$ cat src/hw/usc_pkg.sv
package usc_pkg;
	// register indexes; byte address is four times the index
	localparam logic [17:0] IDX_UNLOCK_KEY = 18'h318d0;
	localparam logic [17:0] IDX_COMMAND_CODE = 18'h318d1;
	localparam logic [17:0] IDX_SYSTEM_MODE_STATUS = 18'h318d2;
	localparam int ADDR_W = 20;
	localparam logic [31:0] UNLOCK_VALUE = 32'h424f6f74;
	// command codes
	localparam logic [31:0] CMD_RESTART = 32'd102;
	localparam logic [31:0] CMD_RESTORE_DEFAULTS = 32'd104;
	localparam logic [31:0] CMD_WAIT_OFF = 32'd122;
	localparam logic [31:0] CMD_WAIT_ON = 32'd123;
	localparam logic [31:0] CMD_TASKSW_OFF = 32'd160;
	localparam logic [31:0] CMD_TASKSW_ON = 32'd161;
	localparam logic [31:0] CMD_LOAD_ALL = 32'd310;
	localparam logic [31:0] CMD_LOAD_MODULE = 32'd311;
	localparam logic [31:0] CMD_LOAD_PD = 32'd312;
	localparam logic [31:0] CMD_STOP_PD = 32'd313;
	localparam logic [31:0] CMD_CLIENT_OFF = 32'd330;
	localparam logic [31:0] CMD_CLIENT_ON = 32'd331;
	localparam logic [31:0] CMD_MCB_OFF = 32'd410;
	localparam logic [31:0] CMD_MCB_ALL = 32'd411;
	localparam logic [31:0] CMD_MCB_PORT_B = 32'd412;
	// status bit positions
	localparam int ST_TASKSW = 0;
	localparam int ST_NO_WAIT = 1;
	localparam int ST_CLIENT = 2;
	localparam int ST_MCB = 8;
	// reset values of the mode bits
	localparam logic RST_TASKSW = 1'b0;
	localparam logic RST_WAIT = 1'b1;
	localparam logic RST_CLIENT = 1'b1;
	// multicast range: upper 40 bits of the destination address
	localparam logic [39:0] MC_PREFIX = 40'h01005e4000;
	// ports of the forwarding fabric
	localparam int PORT_CPU = 0;
	localparam int PORT_A = 1;
	localparam int PORT_B = 2;
	localparam int NPORT = 3;
	// timing
	localparam int CLK_PERIOD_NS = 100;
	localparam int POLL_WIN_MS = 1;
	localparam int POLL_PERIOD_MS = 10;
	localparam int POLL_WIN_CYC = POLL_WIN_MS * 1000000 / CLK_PERIOD_NS;
	localparam int POLL_PERIOD_CYC = POLL_PERIOD_MS * 1000000 / CLK_PERIOD_NS;
	localparam int POLL_CNT_W = 17;

	typedef enum logic [1:0] {
		MCB_OFF,
		MCB_ALL,
		MCB_PORT_B
	} usc_mcb_e;
endpackage : usc_pkg

$ cat src/hw/usc_top.sv
`timescale 1ns/1ps
// Notes on behaviour
// RULE1: software writes unlock value before command
// RULE2: command acts only with correct key
// RULE3: key cleared after accepted command
// RULE4: command executed then register cleared
// RULE5: 102 restarts like power cycle
// RULE6: 104 restores retained parameter defaults
// RULE7: 122 serves partners only on request
// RULE8: 123 polls cyclically for 1 ms
// RULE9: status bit 1 high when not waiting
// RULE10: 160 suspends tasks during peripheral access
// RULE11: 161 keeps tasks running during access
// RULE12: status bit 0 shows task switching
// RULE13: 311 module, 312 data, 310 both loads
// RULE14: 313 halts process-data traffic
// RULE15: 330/331 discovery client, status bit 2
// RULE16: 410 clears blocking, forwards freely
// RULE17: blocking off after power-on
// RULE18: 411 blocks system multicast on all ports
// RULE19: other frames always forwarded normally
// RULE20: 412 restricts multicast around port B
// RULE21: multicast range is 256 fixed addresses
// RULE22: software checks status after command
// RULE23: unknown or unkeyed command does nothing
module usc_top #(
	parameter int POLL_WIN_CYC = usc_pkg::POLL_WIN_CYC,
	parameter int POLL_PERIOD_CYC = usc_pkg::POLL_PERIOD_CYC
) (
	input wire logic i_ref_clk,
	input wire logic i_nrst,
	input wire logic [usc_pkg::ADDR_W-1:0] i_addr,
	input wire logic [31:0] i_wdata,
	input wire logic i_wr,
	input wire logic i_rd,
	output logic [31:0] o_rdata,
	input wire logic i_comm_request,
	input wire logic i_periph_busy,
	input wire logic [usc_pkg::NPORT-1:0] i_frame_valid,
	input wire logic [usc_pkg::NPORT-1:0][47:0] i_frame_dst,
	output logic [usc_pkg::NPORT-1:0][usc_pkg::NPORT-1:0] o_fwd_mask,
	output logic [usc_pkg::NPORT-1:0] o_fwd_valid,
	output logic o_restart,
	output logic o_restore_defaults,
	output logic o_load_module_cfg,
	output logic o_load_pd_cfg,
	output logic o_stop_pd,
	output logic o_comm_serve,
	output logic o_suspend_tasks,
	output logic o_discovery_client_en,
	output logic o_discovery_server_en
);

	////////////////////////////////////////////////////////////////////////////
	// register decode

	logic [31:0] unlock_key_r, unlock_key_nxt;
	logic [31:0] command_code_r, command_code_nxt;
	logic exec_r, exec_ok_r;
	logic tasksw_r, wait_r, client_r;
	usc_pkg::usc_mcb_e mcb_r;
	logic [31:0] rdata_r, rdata_nxt;
	logic [31:0] status;

	wire sel_key = i_addr == {usc_pkg::IDX_UNLOCK_KEY, 2'b00};
	wire sel_cmd = i_addr == {usc_pkg::IDX_COMMAND_CODE, 2'b00};
	wire sel_st = i_addr == {usc_pkg::IDX_SYSTEM_MODE_STATUS, 2'b00};
	wire wr_key = i_wr && sel_key;
	wire wr_cmd = i_wr && sel_cmd;
	wire key_ok = unlock_key_r == usc_pkg::UNLOCK_VALUE;

	always_comb begin
		status = 32'h0;
		// RULE12: task switch bit
		status[usc_pkg::ST_TASKSW] = tasksw_r;
		// RULE9: not-waiting bit
		status[usc_pkg::ST_NO_WAIT] = ~wait_r;
		status[usc_pkg::ST_CLIENT] = client_r;
		status[usc_pkg::ST_MCB] = mcb_r != usc_pkg::MCB_OFF;
	end

	assign rdata_nxt = !i_rd ? 32'h0 :
		sel_key ? unlock_key_r :
		sel_cmd ? command_code_r :
		sel_st ? status : 32'h0;

	////////////////////////////////////////////////////////////////////////////
	// key and command registers

	// RULE3: key cleared after accepted command
	assign unlock_key_nxt = wr_key ? i_wdata : (exec_ok_r ? 32'h0 : unlock_key_r);
	// RULE4: clear after execution
	assign command_code_nxt = wr_cmd ? i_wdata : (exec_r ? 32'h0 : command_code_r);

	always_ff @(posedge i_ref_clk or negedge i_nrst) begin
		if (!i_nrst) begin
			unlock_key_r <= 32'h0;
			command_code_r <= 32'h0;
			exec_r <= 1'b0;
			exec_ok_r <= 1'b0;
			rdata_r <= 32'h0;
		end else begin
			unlock_key_r <= unlock_key_nxt;
			command_code_r <= command_code_nxt;
			exec_r <= wr_cmd;
			// RULE2: accept only with key
			exec_ok_r <= wr_cmd && key_ok;
			rdata_r <= rdata_nxt;
		end
	end

	assign o_rdata = rdata_r;

	////////////////////////////////////////////////////////////////////////////
	// command execution

	// RULE23: unkeyed or unknown ignored
	wire go = exec_ok_r;
	wire is_restart = go && command_code_r == usc_pkg::CMD_RESTART;
	wire is_load_all = command_code_r == usc_pkg::CMD_LOAD_ALL;

	always_ff @(posedge i_ref_clk or negedge i_nrst) begin
		if (!i_nrst) begin
			tasksw_r <= usc_pkg::RST_TASKSW;
			wait_r <= usc_pkg::RST_WAIT;
			client_r <= usc_pkg::RST_CLIENT;
			// RULE17: blocking off at power-on
			mcb_r <= usc_pkg::MCB_OFF;
		end else if (is_restart) begin
			// RULE5: restart restores power-on state
			tasksw_r <= usc_pkg::RST_TASKSW;
			wait_r <= usc_pkg::RST_WAIT;
			client_r <= usc_pkg::RST_CLIENT;
			mcb_r <= usc_pkg::MCB_OFF;
		end else if (go) begin
			case (command_code_r)
				// RULE7: wait off
				usc_pkg::CMD_WAIT_OFF: wait_r <= 1'b0;
				// RULE8: wait on
				usc_pkg::CMD_WAIT_ON: wait_r <= 1'b1;
				// RULE10: task switch off
				usc_pkg::CMD_TASKSW_OFF: tasksw_r <= 1'b0;
				// RULE11: task switch on
				usc_pkg::CMD_TASKSW_ON: tasksw_r <= 1'b1;
				// RULE15: discovery client mode
				usc_pkg::CMD_CLIENT_OFF: client_r <= 1'b0;
				usc_pkg::CMD_CLIENT_ON: client_r <= 1'b1;
				// RULE16: blocking off
				usc_pkg::CMD_MCB_OFF: mcb_r <= usc_pkg::MCB_OFF;
				// RULE18: block all ports
				usc_pkg::CMD_MCB_ALL: mcb_r <= usc_pkg::MCB_ALL;
				// RULE20: block toward port B
				usc_pkg::CMD_MCB_PORT_B: mcb_r <= usc_pkg::MCB_PORT_B;
				default: mcb_r <= mcb_r;
			endcase
		end
	end

	// one-cycle action pulses, registered
	always_ff @(posedge i_ref_clk or negedge i_nrst) begin
		if (!i_nrst) begin
			o_restart <= 1'b0;
			o_restore_defaults <= 1'b0;
			o_load_module_cfg <= 1'b0;
			o_load_pd_cfg <= 1'b0;
			o_stop_pd <= 1'b0;
		end else begin
			o_restart <= is_restart;
			// RULE6: restore defaults
			o_restore_defaults <= go && command_code_r == usc_pkg::CMD_RESTORE_DEFAULTS;
			// RULE13: configuration loads
			o_load_module_cfg <= go && (is_load_all ||
				command_code_r == usc_pkg::CMD_LOAD_MODULE);
			o_load_pd_cfg <= go && (is_load_all || command_code_r == usc_pkg::CMD_LOAD_PD);
			// RULE14: halt process data
			o_stop_pd <= go && command_code_r == usc_pkg::CMD_STOP_PD;
		end
	end

	assign o_discovery_client_en = client_r;
	assign o_discovery_server_en = 1'b1;

	////////////////////////////////////////////////////////////////////////////
	// communication polling and task suspension

	logic req_s1_r, req_s2_r;
	logic [usc_pkg::POLL_CNT_W-1:0] poll_cnt_r, poll_cnt_nxt;
	logic serve_r;

	always_ff @(posedge i_ref_clk or negedge i_nrst) begin
		if (!i_nrst) begin
			req_s1_r <= 1'b0;
			req_s2_r <= 1'b0;
		end else begin
			req_s1_r <= i_comm_request;
			req_s2_r <= req_s1_r;
		end
	end

	assign poll_cnt_nxt = (!wait_r || poll_cnt_r == usc_pkg::POLL_CNT_W'(POLL_PERIOD_CYC - 1)) ?
		'0 : poll_cnt_r + 1'b1;
	// RULE8: poll window each period
	wire poll_win = wait_r && poll_cnt_r < usc_pkg::POLL_CNT_W'(POLL_WIN_CYC);

	always_ff @(posedge i_ref_clk or negedge i_nrst) begin
		if (!i_nrst) begin
			poll_cnt_r <= '0;
			serve_r <= 1'b0;
		end else begin
			poll_cnt_r <= poll_cnt_nxt;
			// RULE7: explicit request served
			serve_r <= poll_win || req_s2_r;
		end
	end

	assign o_comm_serve = serve_r;
	// RULE10: suspend while access busy
	assign o_suspend_tasks = i_periph_busy && !tasksw_r;

	////////////////////////////////////////////////////////////////////////////
	// multicast forwarding filter

	for (genvar p = 0; p < usc_pkg::NPORT; p++) begin : g_port
		// RULE21: range match
		wire is_mc = i_frame_dst[p][47:8] == usc_pkg::MC_PREFIX;
		logic [usc_pkg::NPORT-1:0] normal;
		logic [usc_pkg::NPORT-1:0] restricted;
		logic [usc_pkg::NPORT-1:0] mask_nxt;
		always_comb begin
			normal = '1;
			normal[p] = 1'b0;
			restricted = '0;
			if (p == usc_pkg::PORT_CPU) begin
				restricted[usc_pkg::PORT_A] = 1'b1;
			end else if (p == usc_pkg::PORT_A) begin
				restricted[usc_pkg::PORT_CPU] = 1'b1;
			end else begin
				restricted[usc_pkg::PORT_CPU] = 1'b1;
				restricted[usc_pkg::PORT_A] = 1'b1;
			end
		end
		// RULE19: others forward normally
		assign mask_nxt = !is_mc || mcb_r == usc_pkg::MCB_OFF ? normal :
			mcb_r == usc_pkg::MCB_PORT_B ? restricted : '0;
		always_ff @(posedge i_ref_clk or negedge i_nrst) begin
			if (!i_nrst) begin
				o_fwd_mask[p] <= '0;
				o_fwd_valid[p] <= 1'b0;
			end else begin
				o_fwd_mask[p] <= i_frame_valid[p] ? mask_nxt : '0;
				o_fwd_valid[p] <= i_frame_valid[p];
			end
		end
	end
endmodule : usc_top

$ cat config.mk
export PLATFORM = sky130hd
export DESIGN_NAME = usc_top
export DESIGN_NICKNAME = d
export VERILOG_FILES = /design/src/hw/usc_pkg.sv /design/src/hw/usc_top.sv
export SDC_FILE = /design/constraint.sdc
export NUM_CORES = 1
export LEC_CHECK = 0
export BUFFER_PORTS_ARGS = -buffer_cell sky130_fd_sc_hd__buf_2
export CORE_MARGIN = 2
export CORE_UTILIZATION = 40
export DETAILED_ROUTE_END_ITERATION = 10
export PLACE_DENSITY = 0.75
export REMOVE_ABC_BUFFERS = 1
export SYNTH_ARGS = -nofsm -noshare
export SYNTH_HDL_FRONTEND = slang
export SYNTH_SLANG_ARGS = --single-unit
$ cat constraint.sdc
create_clock -name i_ref_clk -period 2 [get_ports i_ref_clk]
set_input_delay 0.2 -clock i_ref_clk [delete_from_list [all_inputs] [get_ports i_ref_clk]]
set_output_delay 0.2 -clock i_ref_clk [all_outputs]
set_load 0.03 [all_outputs]
==> flow_summary.ini <==
[final_layout]
mostFrequentLayoutCell = buf_2
antenna_cells = 0
final_core_util_pct = 55.67
area_growth_pct = 35.91
final_cell_mix = 228 x buf_2, 134 x dfrtp_1, 74 x nor2b_1
final_area_um2 = 8875
drive_above_1_share_pct = 39.70
final_nets = 1050

[logic_synthesis]
synthAdderAreaFrac_pct = 0.1916
synth-seq-cells = 136
synthCells = 578
synthTopCellsByArea = dfrtp_1 51%, nor2b_1 7.1%, mux2_2 5.9%
synth_edf_count = 0
synthFlopType = dfrtp_1
synth_warnings = 0
ys_types = 54
synth_top_area_share_pct = 51.35
async_flop_share_pct = 100.0
syn_area_per_cell_um2 = 11.30
yosysSeqAreaShare_pct = 52.16
synth_top_cell_by_area = dfrtp_1
netlist_area_um2 = 6530
synthMuxAreaShare_pct = 15.94
synth_top_family_by_area = simple AND/OR/NAND/NOR gates
synthSimpleGateAreaFrac_pct = 24.54
synthXorXnorAreaFrac_pct = 1.744
synth_compound_area_share_pct = 2.893

[pwr]
ir_drop_mv = 0.6028
power_density_nw_per_um2 = 692.1
leakage_uw = 0.004538

[cts]
clkTransAtPathRegs_ns = 0.06
clock_latency_ns = 0.42
cts_sinks = 136
cts-root-buf = clkbuf_16
cts_made_buffers = 17
cts-htree-levels = 4
cts_tree = done
clockBufferDepth = 2

[sta]
drv_slew = 0
max_slew_margin_pct = 61.55
rsz0062_at_grt = true
layout_min_cycle_time_ns = 1.988
setup_ws_ns = 0.01246
fmax_mhz = 503.1
finalHoldViolations = 0
setup_viol_count_final = 0
clock_skew_ns = 0.005945
period_share_pct = 99.38
tightest_slew_ns = 0.5767

[die]
coreArea_um2 = 15940
die_h_um = 131.8
io_pins = 258
rows = 46
die_w_um = 131.8
start_util_pct = 40.96
die_area_um2 = 17360

[critical_path]
crit_family = simple AND/OR/NAND/NOR gates
timing_worst_setup_path_type = register to register
crit_buf_inv = 2
crit_chain = nor4_2, buf_4, nand4_1, buf_6, or4_1, and3_1
cp_max_fo = 6
cp-start-kind = register
required_ns = 2.34
max_stage_delay_ns = 0.48
cp.arrival_ns = 2.33
cp-end-kind = register
cp_slowest_cell = or4_1

[detailed_routing]
drc = 0
antenna_left = 0
top_layer = met4
avgViaCountPerCell = 5.141
met3_length_um = 1077
routed-via-count = 5501
met1_length_um = 7268
dr_wl_met2_um = 8570
post_drt_wl_per_cell_um = 16.09
wl_um = 17220
first_pass_iters = 5
drtIter0Drc = 261

[run_status]
outcome = finished, final reports clean

[placed_design]
dp_hpwl_um = 12540
portBuffers = 229
dp_slack_ns = -0.1022
postPlaceCellArea_um2 = 8148
finalWeightedCongestion = 0.8308

[grt]
grt_pass1_vias = 5698
track_usage_pct = 20.38
antenna_found_initial = 1
grt_max_degree = 54
grt_overflow = 0
grt_pass1_wl_um = 28210

[flow_run]
cap_violations = 0

[hold_path]
hold_class = primary input to register
## cells in the mapped netlist (all sizes together) (10+ instances only)
master  instances
mux2           64
nor2           61
nand2          10
nor2b          74
nor4           33
mux2i          32
nand3          12
nand4          21
clkbuf         17
nor4b          11
dfrtp         134
buf            12
xnor2          10
## per-layer routing
layer	vias to the layer above	track usage, %
met4	0	6.220
met1	2676	24.84
met5	-	0
met2	196	35.17
met3	26	5.805
li1	2603	-
## registers in the layout, indices dropped and copies added (netlist names), 2 cells and up
register and flops:
unlock_key_r 32, o_rdata 32, mcb_r 2, command_code_r 32, poll_cnt_r 17, o_fwd_mask 5, o_fwd_valid 3
## report_power, final
| group | internal (uW) | switching (uW) |
|---|---|---|
| Clock | 1870 | 1120 |
| Combinational | 190 | 192 |
| Sequential | 2760 | 2.73 |
| Total | 4830 | 1310 |
## what timing repair did
item	CTS	global route
pin swaps	3	1
gates resized for setup	5	7
hold buffers	9	0
hold endpoints to repair	54	0
buffers inserted	2	1
setup endpoints to repair	6	8
## through the flow
step	hold slack (ns)	instances	TNS [ns]	power [uW]
floorplan	-0.09559	551	-54.28	2896
global placement	0.1734	1029	-1.637	3184
detailed placement	0.1786	1029	-2.477	3189
CTS	0.0009756	1069	-0.02590	6212
global route	0.003362	1070	-0.1784	6362
finish	0.01163	1070	0	6142
## kinds of logic after synthesis
logic type | Yosys count
AO/OA/AOI/OAI | 26
XOR/XNOR | 13
adder cells (fa/ha/maj) | 1
buffers and inverters | 35
flip-flops | 136
multiplexers | 96
other | 2
AND/OR/NAND/NOR | 269
## final cells by class
type | instances | area [um^2]
multi-input combinational | 409 | 3020
tap | 216 | 270.3
fill | 1391 | 7068
inverter | 6 | 22.52
timing repair buffer | 274 | 1595
clock buffer | 21 | 460.4
clock inverter | 8 | 100.1
sequential | 136 | 3406
## worst paths after layout
| kind | startpoint | to | slack [ns] | cells past startpoint |
|---|---|---|---|---|
| max in group asynchronous | i_nrst | o_discovery_client_en$_DFFE_PN1P_ | 0.98 | 3 |
| min in group asynchronous | i_nrst | unlock_key_r[27]$_DFFE_PN0P_ | 0.29 | 2 |
| worst max-delay path | command_code_r[11]$_DFFE_PN0P_ | wait_r$_DFFE_PN1P_ | 0.01 | 6 |
| worst min-delay path | i_wdata[9] | unlock_key_r[9]$_DFFE_PN0P_ | 0.01 | 2 |
| worst min register to register | req_s1_r$_DFF_PN0_ | req_s2_r$_DFF_PN0_ | 0.35 | 0 |
| worst max register to register | command_code_r[11]$_DFFE_PN0P_ | wait_r$_DFFE_PN1P_ | 0.01 | 6 |
Power figures use the tool's default switching activity.
